$ cat src/include/wdit_pkg.sv
// Package: register map, field layout, reset values and timing counts of the supervisory timer
package wdit_pkg;
	// ----------------------------------------
	// Register addresses (byte addresses)
	// ----------------------------------------
	localparam logic [31:0] WDIT_CTRL_ADDR      = 32'hffff8610; // Control write/read, count write
	localparam logic [31:0] WDIT_COUNT_ADDR     = 32'hffff8611; // Count read
	localparam logic [31:0] WDIT_RSTCTL_WADDR   = 32'hffff8612; // Reset-control write
	localparam logic [31:0] WDIT_RSTCTL_RADDR   = 32'hffff8613; // Reset-control read
	// ----------------------------------------
	// Keys and reset values
	// ----------------------------------------
	localparam logic [7:0]  WDIT_KEY_COUNT      = 8'h5a;
	localparam logic [7:0]  WDIT_KEY_CTRL       = 8'ha5;
	localparam logic [7:0]  WDIT_CTRL_RESET     = 8'h18;
	localparam logic [7:0]  WDIT_COUNT_RESET    = 8'h00;
	localparam logic [7:0]  WDIT_RSTCTL_RESET   = 8'h1f;
	localparam logic [7:0]  WDIT_CTRL_ONES      = 8'h18; // Bits 4 and 3 read as one
	localparam logic [7:0]  WDIT_RSTCTL_ONES    = 8'h1f; // Bits 4 to 0 read as one
	// ----------------------------------------
	// Field positions
	// ----------------------------------------
	localparam int          WDIT_FLAG_BIT       = 7;
	localparam int          WDIT_MODE_BIT       = 6;
	localparam int          WDIT_ENABLE_BIT     = 5;
	localparam int          WDIT_RSTSEL_BIT     = 5;
	localparam int          WDIT_RSTEN_BIT      = 6;
	// ----------------------------------------
	// Bus access sizes
	// ----------------------------------------
	localparam logic [1:0]  WDIT_SIZE_BYTE      = 2'h0;
	localparam logic [1:0]  WDIT_SIZE_WORD      = 2'h1;
	localparam logic [1:0]  WDIT_SIZE_LONG      = 2'h2;
	// ----------------------------------------
	// Timing
	// ----------------------------------------
	localparam int          WDIT_SYS_MHZ        = 200;
	localparam int          WDIT_RST_CYCLES     = 512;  // Internal reset length in system clocks
	localparam int          WDIT_PRESCALE_W     = 13;   // Widest division is 8192
	// Prescaler tap per clock-select code: divide by 2,64,128,256,512,1024,4096,8192
	localparam logic [3:0]  WDIT_TAP0           = 4'h0;
	localparam logic [3:0]  WDIT_TAP1           = 4'h5;
	localparam logic [3:0]  WDIT_TAP2           = 4'h6;
	localparam logic [3:0]  WDIT_TAP3           = 4'h7;
	localparam logic [3:0]  WDIT_TAP4           = 4'h8;
	localparam logic [3:0]  WDIT_TAP5           = 4'h9;
	localparam logic [3:0]  WDIT_TAP6           = 4'hb;
	localparam logic [3:0]  WDIT_TAP7           = 4'hc;
	typedef enum logic [0:0]
	{
		WDIT_RST_IDLE  = 1'b0,
		WDIT_RST_PULSE = 1'b1
	} wdit_rst_state_t;
endpackage

$ cat src/logic/wdit_prescaler.sv
// Free-running prescaler that yields the selected counting tick
`timescale 1ns/1ps
module wdit_prescaler
#(
	parameter int WIDTH = 13
)
(
	// Clock and reset
	input  wire logic              core_clk_i,
	input  wire logic              rst_i,
	// Select and tick
	input  wire logic [3:0]        tap_i,
	output logic                   tick_o
);
	import wdit_pkg::*;

	logic [WIDTH-1:0] div_ff;
	logic [WIDTH-1:0] prev_ff;

	// One divider feeds every tap, so all eight rates share phase
	always_ff @(posedge core_clk_i)
	begin
		if (rst_i)
		begin
			div_ff  <= '0;
			prev_ff <= '0;
		end
		else
		begin
			div_ff  <= div_ff + 1'b1;
			prev_ff <= div_ff;
		end
	end

	// Tick on the falling edge of the chosen divider bit: one pulse per period
	always_comb
	begin
		tick_o = prev_ff[tap_i] & ~div_ff[tap_i];
	end
endmodule

$ cat src/logic/wdit_timer.sv
// Supervisory timer: keyed registers, 8-bit counter, interval and watchdog overflow handling
`timescale 1ns/1ps
module wdit_timer
(
	// Clock and reset
	input  wire logic                 core_clk_i,
	input  wire logic                 rst_i,
	input  wire logic                 standby_i,
	// CPU bus
	input  wire logic [31:0]          bus_addr_i,
	input  wire logic                 bus_wr_i,
	input  wire logic                 bus_rd_i,
	input  wire logic [1:0]           bus_size_i,
	input  wire logic [15:0]          bus_wdata_i,
	output logic      [7:0]           bus_rdata_o,
	// Events
	output logic                      interval_interrupt_o,
	output logic                      internal_reset_o
);
	import wdit_pkg::*;

	// ----------------------------------------
	// State
	// ----------------------------------------
	logic [7:0]       count_ff;
	logic             ovf_ff;
	logic             mode_ff;
	logic             enable_ff;
	logic [2:0]       cks_ff;
	logic             watchdog_overflow_flag_ff;
	logic             rsten_ff;
	logic             rstsel_ff;
	logic             ovf_seen_ff;
	logic             watchdog_overflow_flag_seen_ff;
	logic [9:0]       rst_cnt_ff;
	wdit_rst_state_t  rst_state_ff;
	logic [7:0]       rdata_ff;
	logic             iti_ff;
	logic             tick;
	logic [3:0]       tap;
	logic             wrap;
	logic             word_wr;
	logic             wr_count;
	logic             wr_ctrl;
	logic             wr_rst_clr;
	logic             wr_rst_set;
	logic             byte_rd;
	logic [7:0]       ctrl_view;
	logic [7:0]       rst_view;

	// ----------------------------------------
	// Prescaler and decode
	// ----------------------------------------
	// Tap choice per clock-select code
	always_comb
	begin
		case (cks_ff)
			3'h0: tap = WDIT_TAP0;
			3'h1: tap = WDIT_TAP1;
			3'h2: tap = WDIT_TAP2;
			3'h3: tap = WDIT_TAP3;
			3'h4: tap = WDIT_TAP4;
			3'h5: tap = WDIT_TAP5;
			3'h6: tap = WDIT_TAP6;
			3'h7: tap = WDIT_TAP7;
			default: tap = WDIT_TAP0;
		endcase
	end

	wdit_prescaler #(.WIDTH(WDIT_PRESCALE_W)) u_prescaler
	(
		.core_clk_i (core_clk_i),
		.rst_i      (rst_i),
		.tap_i      (tap),
		.tick_o     (tick)
	);

	// Keyed word writes; byte and long writes fall through untouched
	assign word_wr    = bus_wr_i && (bus_size_i == WDIT_SIZE_WORD);
	assign wr_count   = word_wr && bus_addr_i == WDIT_CTRL_ADDR && bus_wdata_i[15:8] == WDIT_KEY_COUNT;
	assign wr_ctrl    = word_wr && bus_addr_i == WDIT_CTRL_ADDR && bus_wdata_i[15:8] == WDIT_KEY_CTRL;
	assign wr_rst_clr = word_wr && bus_addr_i == WDIT_RSTCTL_WADDR && bus_wdata_i == {WDIT_KEY_CTRL, 8'h00};
	assign wr_rst_set = word_wr && bus_addr_i == WDIT_RSTCTL_WADDR && bus_wdata_i[15:8] == WDIT_KEY_COUNT;
	assign byte_rd    = bus_rd_i && (bus_size_i == WDIT_SIZE_BYTE);
	// Overflow only counts when the write does not win the same cycle
	assign wrap       = enable_ff && tick && !wr_count && count_ff == 8'hff;
	assign ctrl_view  = {ovf_ff, mode_ff, enable_ff, 2'b11, cks_ff} | WDIT_CTRL_ONES;
	assign rst_view   = {watchdog_overflow_flag_ff, rsten_ff, 1'b0, 5'h00} | WDIT_RSTCTL_ONES;

	// ----------------------------------------
	// Counter
	// ----------------------------------------
	// A write beats an increment landing in the same cycle
	always_ff @(posedge core_clk_i)
	begin
		if (rst_i || !enable_ff)
			count_ff <= WDIT_COUNT_RESET;
		else if (wr_count)
			count_ff <= bus_wdata_i[7:0];
		else if (tick)
			count_ff <= count_ff + 8'h01;
	end

	// ----------------------------------------
	// Control register
	// ----------------------------------------
	// Standby clears the top three bits; the clock select survives it
	always_ff @(posedge core_clk_i)
	begin
		if (rst_i)
		begin
			mode_ff   <= 1'b0;
			enable_ff <= 1'b0;
			cks_ff    <= 3'h0;
		end
		else if (standby_i)
		begin
			mode_ff   <= 1'b0;
			enable_ff <= 1'b0;
		end
		else if (wr_ctrl)
		begin
			mode_ff   <= bus_wdata_i[WDIT_MODE_BIT];
			enable_ff <= bus_wdata_i[WDIT_ENABLE_BIT];
			cks_ff    <= bus_wdata_i[2:0];
		end
	end

	// Interval flag: set wins over a clear in the same cycle
	always_ff @(posedge core_clk_i)
	begin
		if (rst_i || standby_i)
		begin
			ovf_ff      <= 1'b0;
			ovf_seen_ff <= 1'b0;
		end
		else
		begin
			if (wrap && !mode_ff)
				ovf_ff <= 1'b1;
			else if (wr_ctrl && !bus_wdata_i[WDIT_FLAG_BIT] && ovf_seen_ff)
				ovf_ff <= 1'b0;
			if (byte_rd && bus_addr_i == WDIT_CTRL_ADDR && ovf_ff)
				ovf_seen_ff <= 1'b1;
			else if (wr_ctrl)
				ovf_seen_ff <= 1'b0;
		end
	end

	// ----------------------------------------
	// Reset-control register
	// ----------------------------------------
	// Internal reset does not touch this register, only the external one does
	always_ff @(posedge core_clk_i)
	begin
		if (rst_i)
		begin
			watchdog_overflow_flag_ff      <= 1'b0;
			watchdog_overflow_flag_seen_ff <= 1'b0;
			rsten_ff     <= 1'b0;
			rstsel_ff    <= 1'b0;
		end
		else
		begin
			if (wrap && mode_ff)
				watchdog_overflow_flag_ff <= 1'b1;
			else if (wr_rst_clr && watchdog_overflow_flag_seen_ff)
				watchdog_overflow_flag_ff <= 1'b0;
			if (byte_rd && bus_addr_i == WDIT_RSTCTL_RADDR && watchdog_overflow_flag_ff)
				watchdog_overflow_flag_seen_ff <= 1'b1;
			else if (wr_rst_clr)
				watchdog_overflow_flag_seen_ff <= 1'b0;
			if (wr_rst_set)
			begin
				rsten_ff  <= bus_wdata_i[WDIT_RSTEN_BIT];
				rstsel_ff <= bus_wdata_i[WDIT_RSTSEL_BIT];
			end
		end
	end

	// ----------------------------------------
	// Internal reset pulse and interval interrupt
	// ----------------------------------------
	// Fixed-length reset pulse; a new overflow meanwhile is absorbed
	always_ff @(posedge core_clk_i)
	begin
		if (rst_i)
		begin
			rst_state_ff <= WDIT_RST_IDLE;
			rst_cnt_ff   <= '0;
		end
		else
		begin
			case (rst_state_ff)
				WDIT_RST_IDLE:
					if (wrap && mode_ff && rsten_ff)
					begin
						rst_state_ff <= WDIT_RST_PULSE;
						rst_cnt_ff   <= 10'(WDIT_RST_CYCLES - 1);
					end
				WDIT_RST_PULSE:
					if (rst_cnt_ff == 10'h000)
						rst_state_ff <= WDIT_RST_IDLE;
					else
						rst_cnt_ff <= rst_cnt_ff - 10'h001;
				default:
					rst_state_ff <= WDIT_RST_IDLE;
			endcase
		end
	end

	assign internal_reset_o = (rst_state_ff == WDIT_RST_PULSE);

	// Interval interrupt is a one-cycle pulse per overflow in interval mode
	always_ff @(posedge core_clk_i)
	begin
		if (rst_i)
			iti_ff <= 1'b0;
		else
			iti_ff <= wrap && !mode_ff;
	end

	assign interval_interrupt_o = iti_ff;

	// ----------------------------------------
	// Read data
	// ----------------------------------------
	// Word and long reads, and unmapped bytes, return zero
	always_ff @(posedge core_clk_i)
	begin
		if (rst_i)
			rdata_ff <= 8'h00;
		else if (!byte_rd)
			rdata_ff <= 8'h00;
		else if (bus_addr_i == WDIT_CTRL_ADDR)
			rdata_ff <= ctrl_view;
		else if (bus_addr_i == WDIT_COUNT_ADDR)
			rdata_ff <= count_ff;
		else if (bus_addr_i == WDIT_RSTCTL_RADDR)
			rdata_ff <= rst_view;
		else
			rdata_ff <= 8'h00;
	end

	assign bus_rdata_o = rdata_ff;

	// ----------------------------------------
	// Checks
	// ----------------------------------------
	chk_disabled_count_zero: assert property (@(posedge core_clk_i) disable iff (rst_i)
		!$past(enable_ff) |-> count_ff == 8'h00) else $error("count not zero while disabled");
	// Helper count of consecutive high cycles of the internal reset; a counter keeps the check cheap
	logic [9:0]       rst_len_ff;

	always_ff @(posedge core_clk_i)
	begin
		if (rst_i || !internal_reset_o)
			rst_len_ff <= 10'h000;
		else
			rst_len_ff <= rst_len_ff + 10'h001;
	end

	chk_reset_pulse_len: assert property (@(posedge core_clk_i) disable iff (rst_i)
		$fell(internal_reset_o) |-> rst_len_ff == 10'(WDIT_RST_CYCLES)) else $error("reset pulse length wrong");
	chk_reset_pulse_max: assert property (@(posedge core_clk_i) disable iff (rst_i)
		internal_reset_o |-> rst_len_ff < 10'(WDIT_RST_CYCLES)) else $error("reset pulse too long");
	chk_iti_mode: assert property (@(posedge core_clk_i) disable iff (rst_i)
		wrap && !mode_ff |=> interval_interrupt_o && ovf_ff) else $error("interval overflow missed");
	chk_watchdog_overflow_flag_mode: assert property (@(posedge core_clk_i) disable iff (rst_i)
		wrap && mode_ff |=> watchdog_overflow_flag_ff && !interval_interrupt_o) else $error("watchdog flag missed");
	chk_ovf_only_interval: assert property (@(posedge core_clk_i) disable iff (rst_i)
		$rose(ovf_ff) |-> $past(!mode_ff)) else $error("interval flag set in watchdog mode");
	chk_ovf_clear_seq: assert property (@(posedge core_clk_i) disable iff (rst_i || standby_i)
		$fell(ovf_ff) |-> $past(wr_ctrl) && $past(ovf_seen_ff)) else $error("flag cleared without read");
	chk_byte_write_ignored: assert property (@(posedge core_clk_i) disable iff (rst_i || standby_i)
		bus_wr_i && bus_size_i != WDIT_SIZE_WORD && !enable_ff |=> $stable(cks_ff)) else $error("non-word write taken");
	chk_ctrl_ones: assert property (@(posedge core_clk_i) disable iff (rst_i)
		byte_rd && bus_addr_i == WDIT_CTRL_ADDR |=> bus_rdata_o[4:3] == 2'b11) else $error("bits 4,3 not one");
endmodule

$ cat config.mk
export PLATFORM = sky130hd
export DESIGN_NAME = wdit_timer
export DESIGN_NICKNAME = d
export VERILOG_FILES = /design/src/include/wdit_pkg.sv /design/src/logic/wdit_prescaler.sv /design/src/logic/wdit_timer.sv
export SDC_FILE = /design/constraint.sdc
export NUM_CORES = 1
export LEC_CHECK = 0
export ABC_AREA = 1
export BUFFER_PORTS_ARGS = -buffer_cell sky130_fd_sc_hd__buf_2
export CORE_MARGIN = 1
export CORE_UTILIZATION = 58
export CTS_BUF_LIST = sky130_fd_sc_hd__clkbuf_8
export CTS_CLUSTER_DIAMETER = 100
export DETAILED_ROUTE_END_ITERATION = 6
export GPL_TIMING_DRIVEN = 1
export PLACE_DENSITY = 0.84
export SLEW_MARGIN = 40
export SYNTH_ARGS = -nofsm -noshare
export SYNTH_HDL_FRONTEND = slang
export SYNTH_SLANG_ARGS = --single-unit
$ cat constraint.sdc
create_clock -name core_clk_i -period 2.1 [get_ports core_clk_i]
set_clock_uncertainty 0.2 [all_clocks]
set_input_delay 0.105 -clock core_clk_i [delete_from_list [all_inputs] [get_ports core_clk_i]]
set_output_delay 0.105 -clock core_clk_i [all_outputs]
set_load 0.005 [all_outputs]
==> flow_summary_export.csv <==
group,metric,value,unit
status,status,"completed",
worst_setup_path,r2r_slack,0.16,ns
worst_setup_path,reg2reg_to,"rst_cnt_ff[3]$_SDFFE_PP0P_",
timing,tns,0,ns
die,die_height,79.9,um
clock_tree,cts_buffers,9,
place,gp_congestion,0.933,
hold_path,min_path_type,"in -> reg",
place,portBuffers,64,
worst_setup_path,reg2reg_from,"count_ff[0]$_SDFFE_PP0P_",
hold_path,min_to,"internal_reset_o$_SDFF_PP0_",
global_route,grt_max_degree,26,
synth,seq_area_frac_synth,38.7,%
routing,wirelength,9.15,mm
synth,synth.distinct_cells,36,
routing,drtPass1Iterations,5,
clock_tree,cts_tree,"yes",
global_route,antenna_found_initial,0,
cells_and_area,n_fill_cell,456,
synth,synth_area,3520,sq um
worst_setup_path,cp-start-kind,"input pin",
job,drv_cap,0,
timing,relSlewSlack,66.8,%
worst_setup_path,path_max_fanout,7,
hold_path,whs_path_depth,3,
cells_and_area,synthToLayoutAreaGrowth,28.7,%
routing,drc_errors,0,
worst_setup_path,worstSetupPathType,"in -> reg",
worst_setup_path,required,2.14,ns
synth,ys_warn_count,0,
synth,synth_common_cells,"nand2_1, nor2_1, inv_1",
cells_and_area,seq_area,1360,sq um
pwr,p_leak,2.07,nW
cells_and_area,drive_gt1_share,22.4,%
cells_and_area,diodes,0,
routing,drt_iter0_markers,247,
global_route,track_usage,29.2,%
routing,met2_length,4.56,mm
timing,slew_viol_final,0,
synth,synth_most_common_cell,"nand2_1",
place,post-dp-hpwl,6.46,mm
synth,synth.avg_cell_area,6.62,sq um
pwr,powerDensity,613,nW/um^2
place,dp.cells,677,
synth,synthCells,532,
synth,ys.flop_type,"dfxtp_1",
global_route,grt_pass1_wl,14.6,mm
die,initial_core_util,59.8,%
die,die_w,79.9,um
synth,async_reset_ff_share,0,%
timing,fmax,491,MHz
routing,routedWlPerCell,12.9,um
timing,worst_pin_slew,0.494,ns
routing,wl_met1,3.98,mm
routing,viasPerCell,5.27,
worst_setup_path,reg2reg_depth,12,
routing,routed.top_layer,"met4",
routing,via_count,3755,
clock_tree,cts_max_level,3,
routing,final_antenna_net_count,0,
die,coreArea,5890,sq um
clock_tree,worstSkewPairLatency,0.35,ns
timing,finalCritPeriodShare,97.0,%
cells_and_area,multi_input_area,1910,sq um
die,fp.dieArea,6390,sq um
global_route,grt-ovfl-total,0,
die,rows,28,
routing,wl_met3,376,um
clock_tree,cts.sinks,68,
timing,rsz0062_at_grt,"yes",
pwr,ir_worst_vdd,0.606,mV
synth,synth_area_leaders,"dfxtp_1, nand2_1, nor2_1",
global_route,grt_pass1_vias,3410,
timing,setup_viol,0,
cells_and_area,final_net_count,694,
timing,hold_violations,0,
synth,synth-edff-count,0,
synth,synth_top_area_cell,"dfxtp_1",
cells_and_area,fin_cells,712,
die,ios,65,
worst_setup_path,critPathArrivalTime,2.08,ns
synth,syn-num-nets,594,
timing,period_minus_slack,2.04,ns
synth,ys_ff_latch,68,
worst_setup_path,critPathLaunch,"bus_size_i[0]",
clock_tree,clockRootBuffer,"clkbuf_8",
hold_path,hold_path_startpoint,"rst_i",
worst_setup_path,endpoint_kind,"register",
clock_tree,cts_buffer_depth,2,
synth,yosysTopAreaCellShare,38.7,%
clock_tree,path_clk_slew,0.08,ns
## cells in the final DEF, fill, tap and decap left out, types with 6 or more instances in the layout
master	instances
nand3_2	6
dfxtp_1	66
inv_1	84
buf_2	64
dlygate4sd3_1	13
nand2_1	110
a21oi_1	29
nor2_1	81
nand3_1	36
clkbuf_8	9
ha_1	6
nor2_2	7
a31oi_1	6
o21ai_0	21
nand2_2	6
buf_4	18
nand4_1	18
## worst max-delay path by stage
stage,end,slack [ns]
6_report,enable_ff$_SDFFE_PP0N_,0.06
5_1_grt,enable_ff$_SDFFE_PP0N_,-0.02
4_1_cts,rst_cnt_ff[4]$_SDFFE_PP0P_,0.03
3_5_place_dp,tap[0]$_DFF_P_,-0.06
3_3_place_gp,tap[0]$_DFF_P_,0.06
2_1_floorplan,tap[0]$_DFF_P_,0.26
## power breakdown
part | switching [mW] | internal, mW
registers | 0.00389 | 1.30
logic | 0.102 | 0.0830
clock network | 0.505 | 0.786
## metrics by stage
step                      instance area, sq um  util, %  setup WS [ns]  power [mW]  hold slack (ns)
after CTS                                 4370     74.3         0.0334        2.77          0.00184
final                                     4530     77.0         0.0634        2.78          0.00993
after global routing                      4530     77.0        -0.0221        2.87           0.0245
after floorplan                           3520        -          0.256        1.40           0.0547
after detailed placement                  4000     67.9        -0.0628        1.48            0.194
after global placement                    4000     67.9         0.0611        1.48            0.194
## cell type report
class	count	share of cell area, %
inverter	88	7.29
timing repair buffer	96	13.2
multi-input combinational	369	42.1
clock buffer	9	2.73
tap	75	2.07
sequential	68	30.1
clock inverter	7	2.57
## registers in the layout, indices dropped and copies added, names as in the netlist, 3 cells and up
| register | cells |
|---|---|
| tap | 4 |
| count_ff | 8 |
| rst_cnt_ff | 10 |
| bus_rdata_o | 8 |
| u_prescaler.prev_ff | 13 |
| u_prescaler.div_ff | 13 |
| cks_ff | 3 |
## cell families after synthesis
group	count (synthesis)	share of synthesized area, %
simple gates	284	35.6
buf+inv	95	10.4
fa+ha+maj	7	2.49
flops	68	38.7
xor+xnor	5	1.24
compound gates	73	11.6
## critical path: stages
cell and delay, ns:
dlygate4sd3_1 0.52, buf_2 0.11, nand3_1 0.10, inv_2 0.15, nand2_1 0.11, nor2_4 0.13
inv_1 0.11, o21ai_1 0.14, dlygate4sd3_1 0.57, a21oi_1 0.04
## layer usage
layer / up-vias / track usage [%]
met5: - / 0
li1: 1903 / -
met2: 107 / 52.1
met1: 1719 / 34.4
met4: 0 / 10.9
met3: 26 / 5.49
## repair_timing
action                     in CTS  in global routing
hold endpoints to repair       16                  0
gates resized for setup         1                 30
hold buffers                   13                  0
pin swaps                       0                  7
buffers inserted                0                  6
setup endpoints to repair       1                 19
No activity file was read; power rests on OpenSTA's default activity.
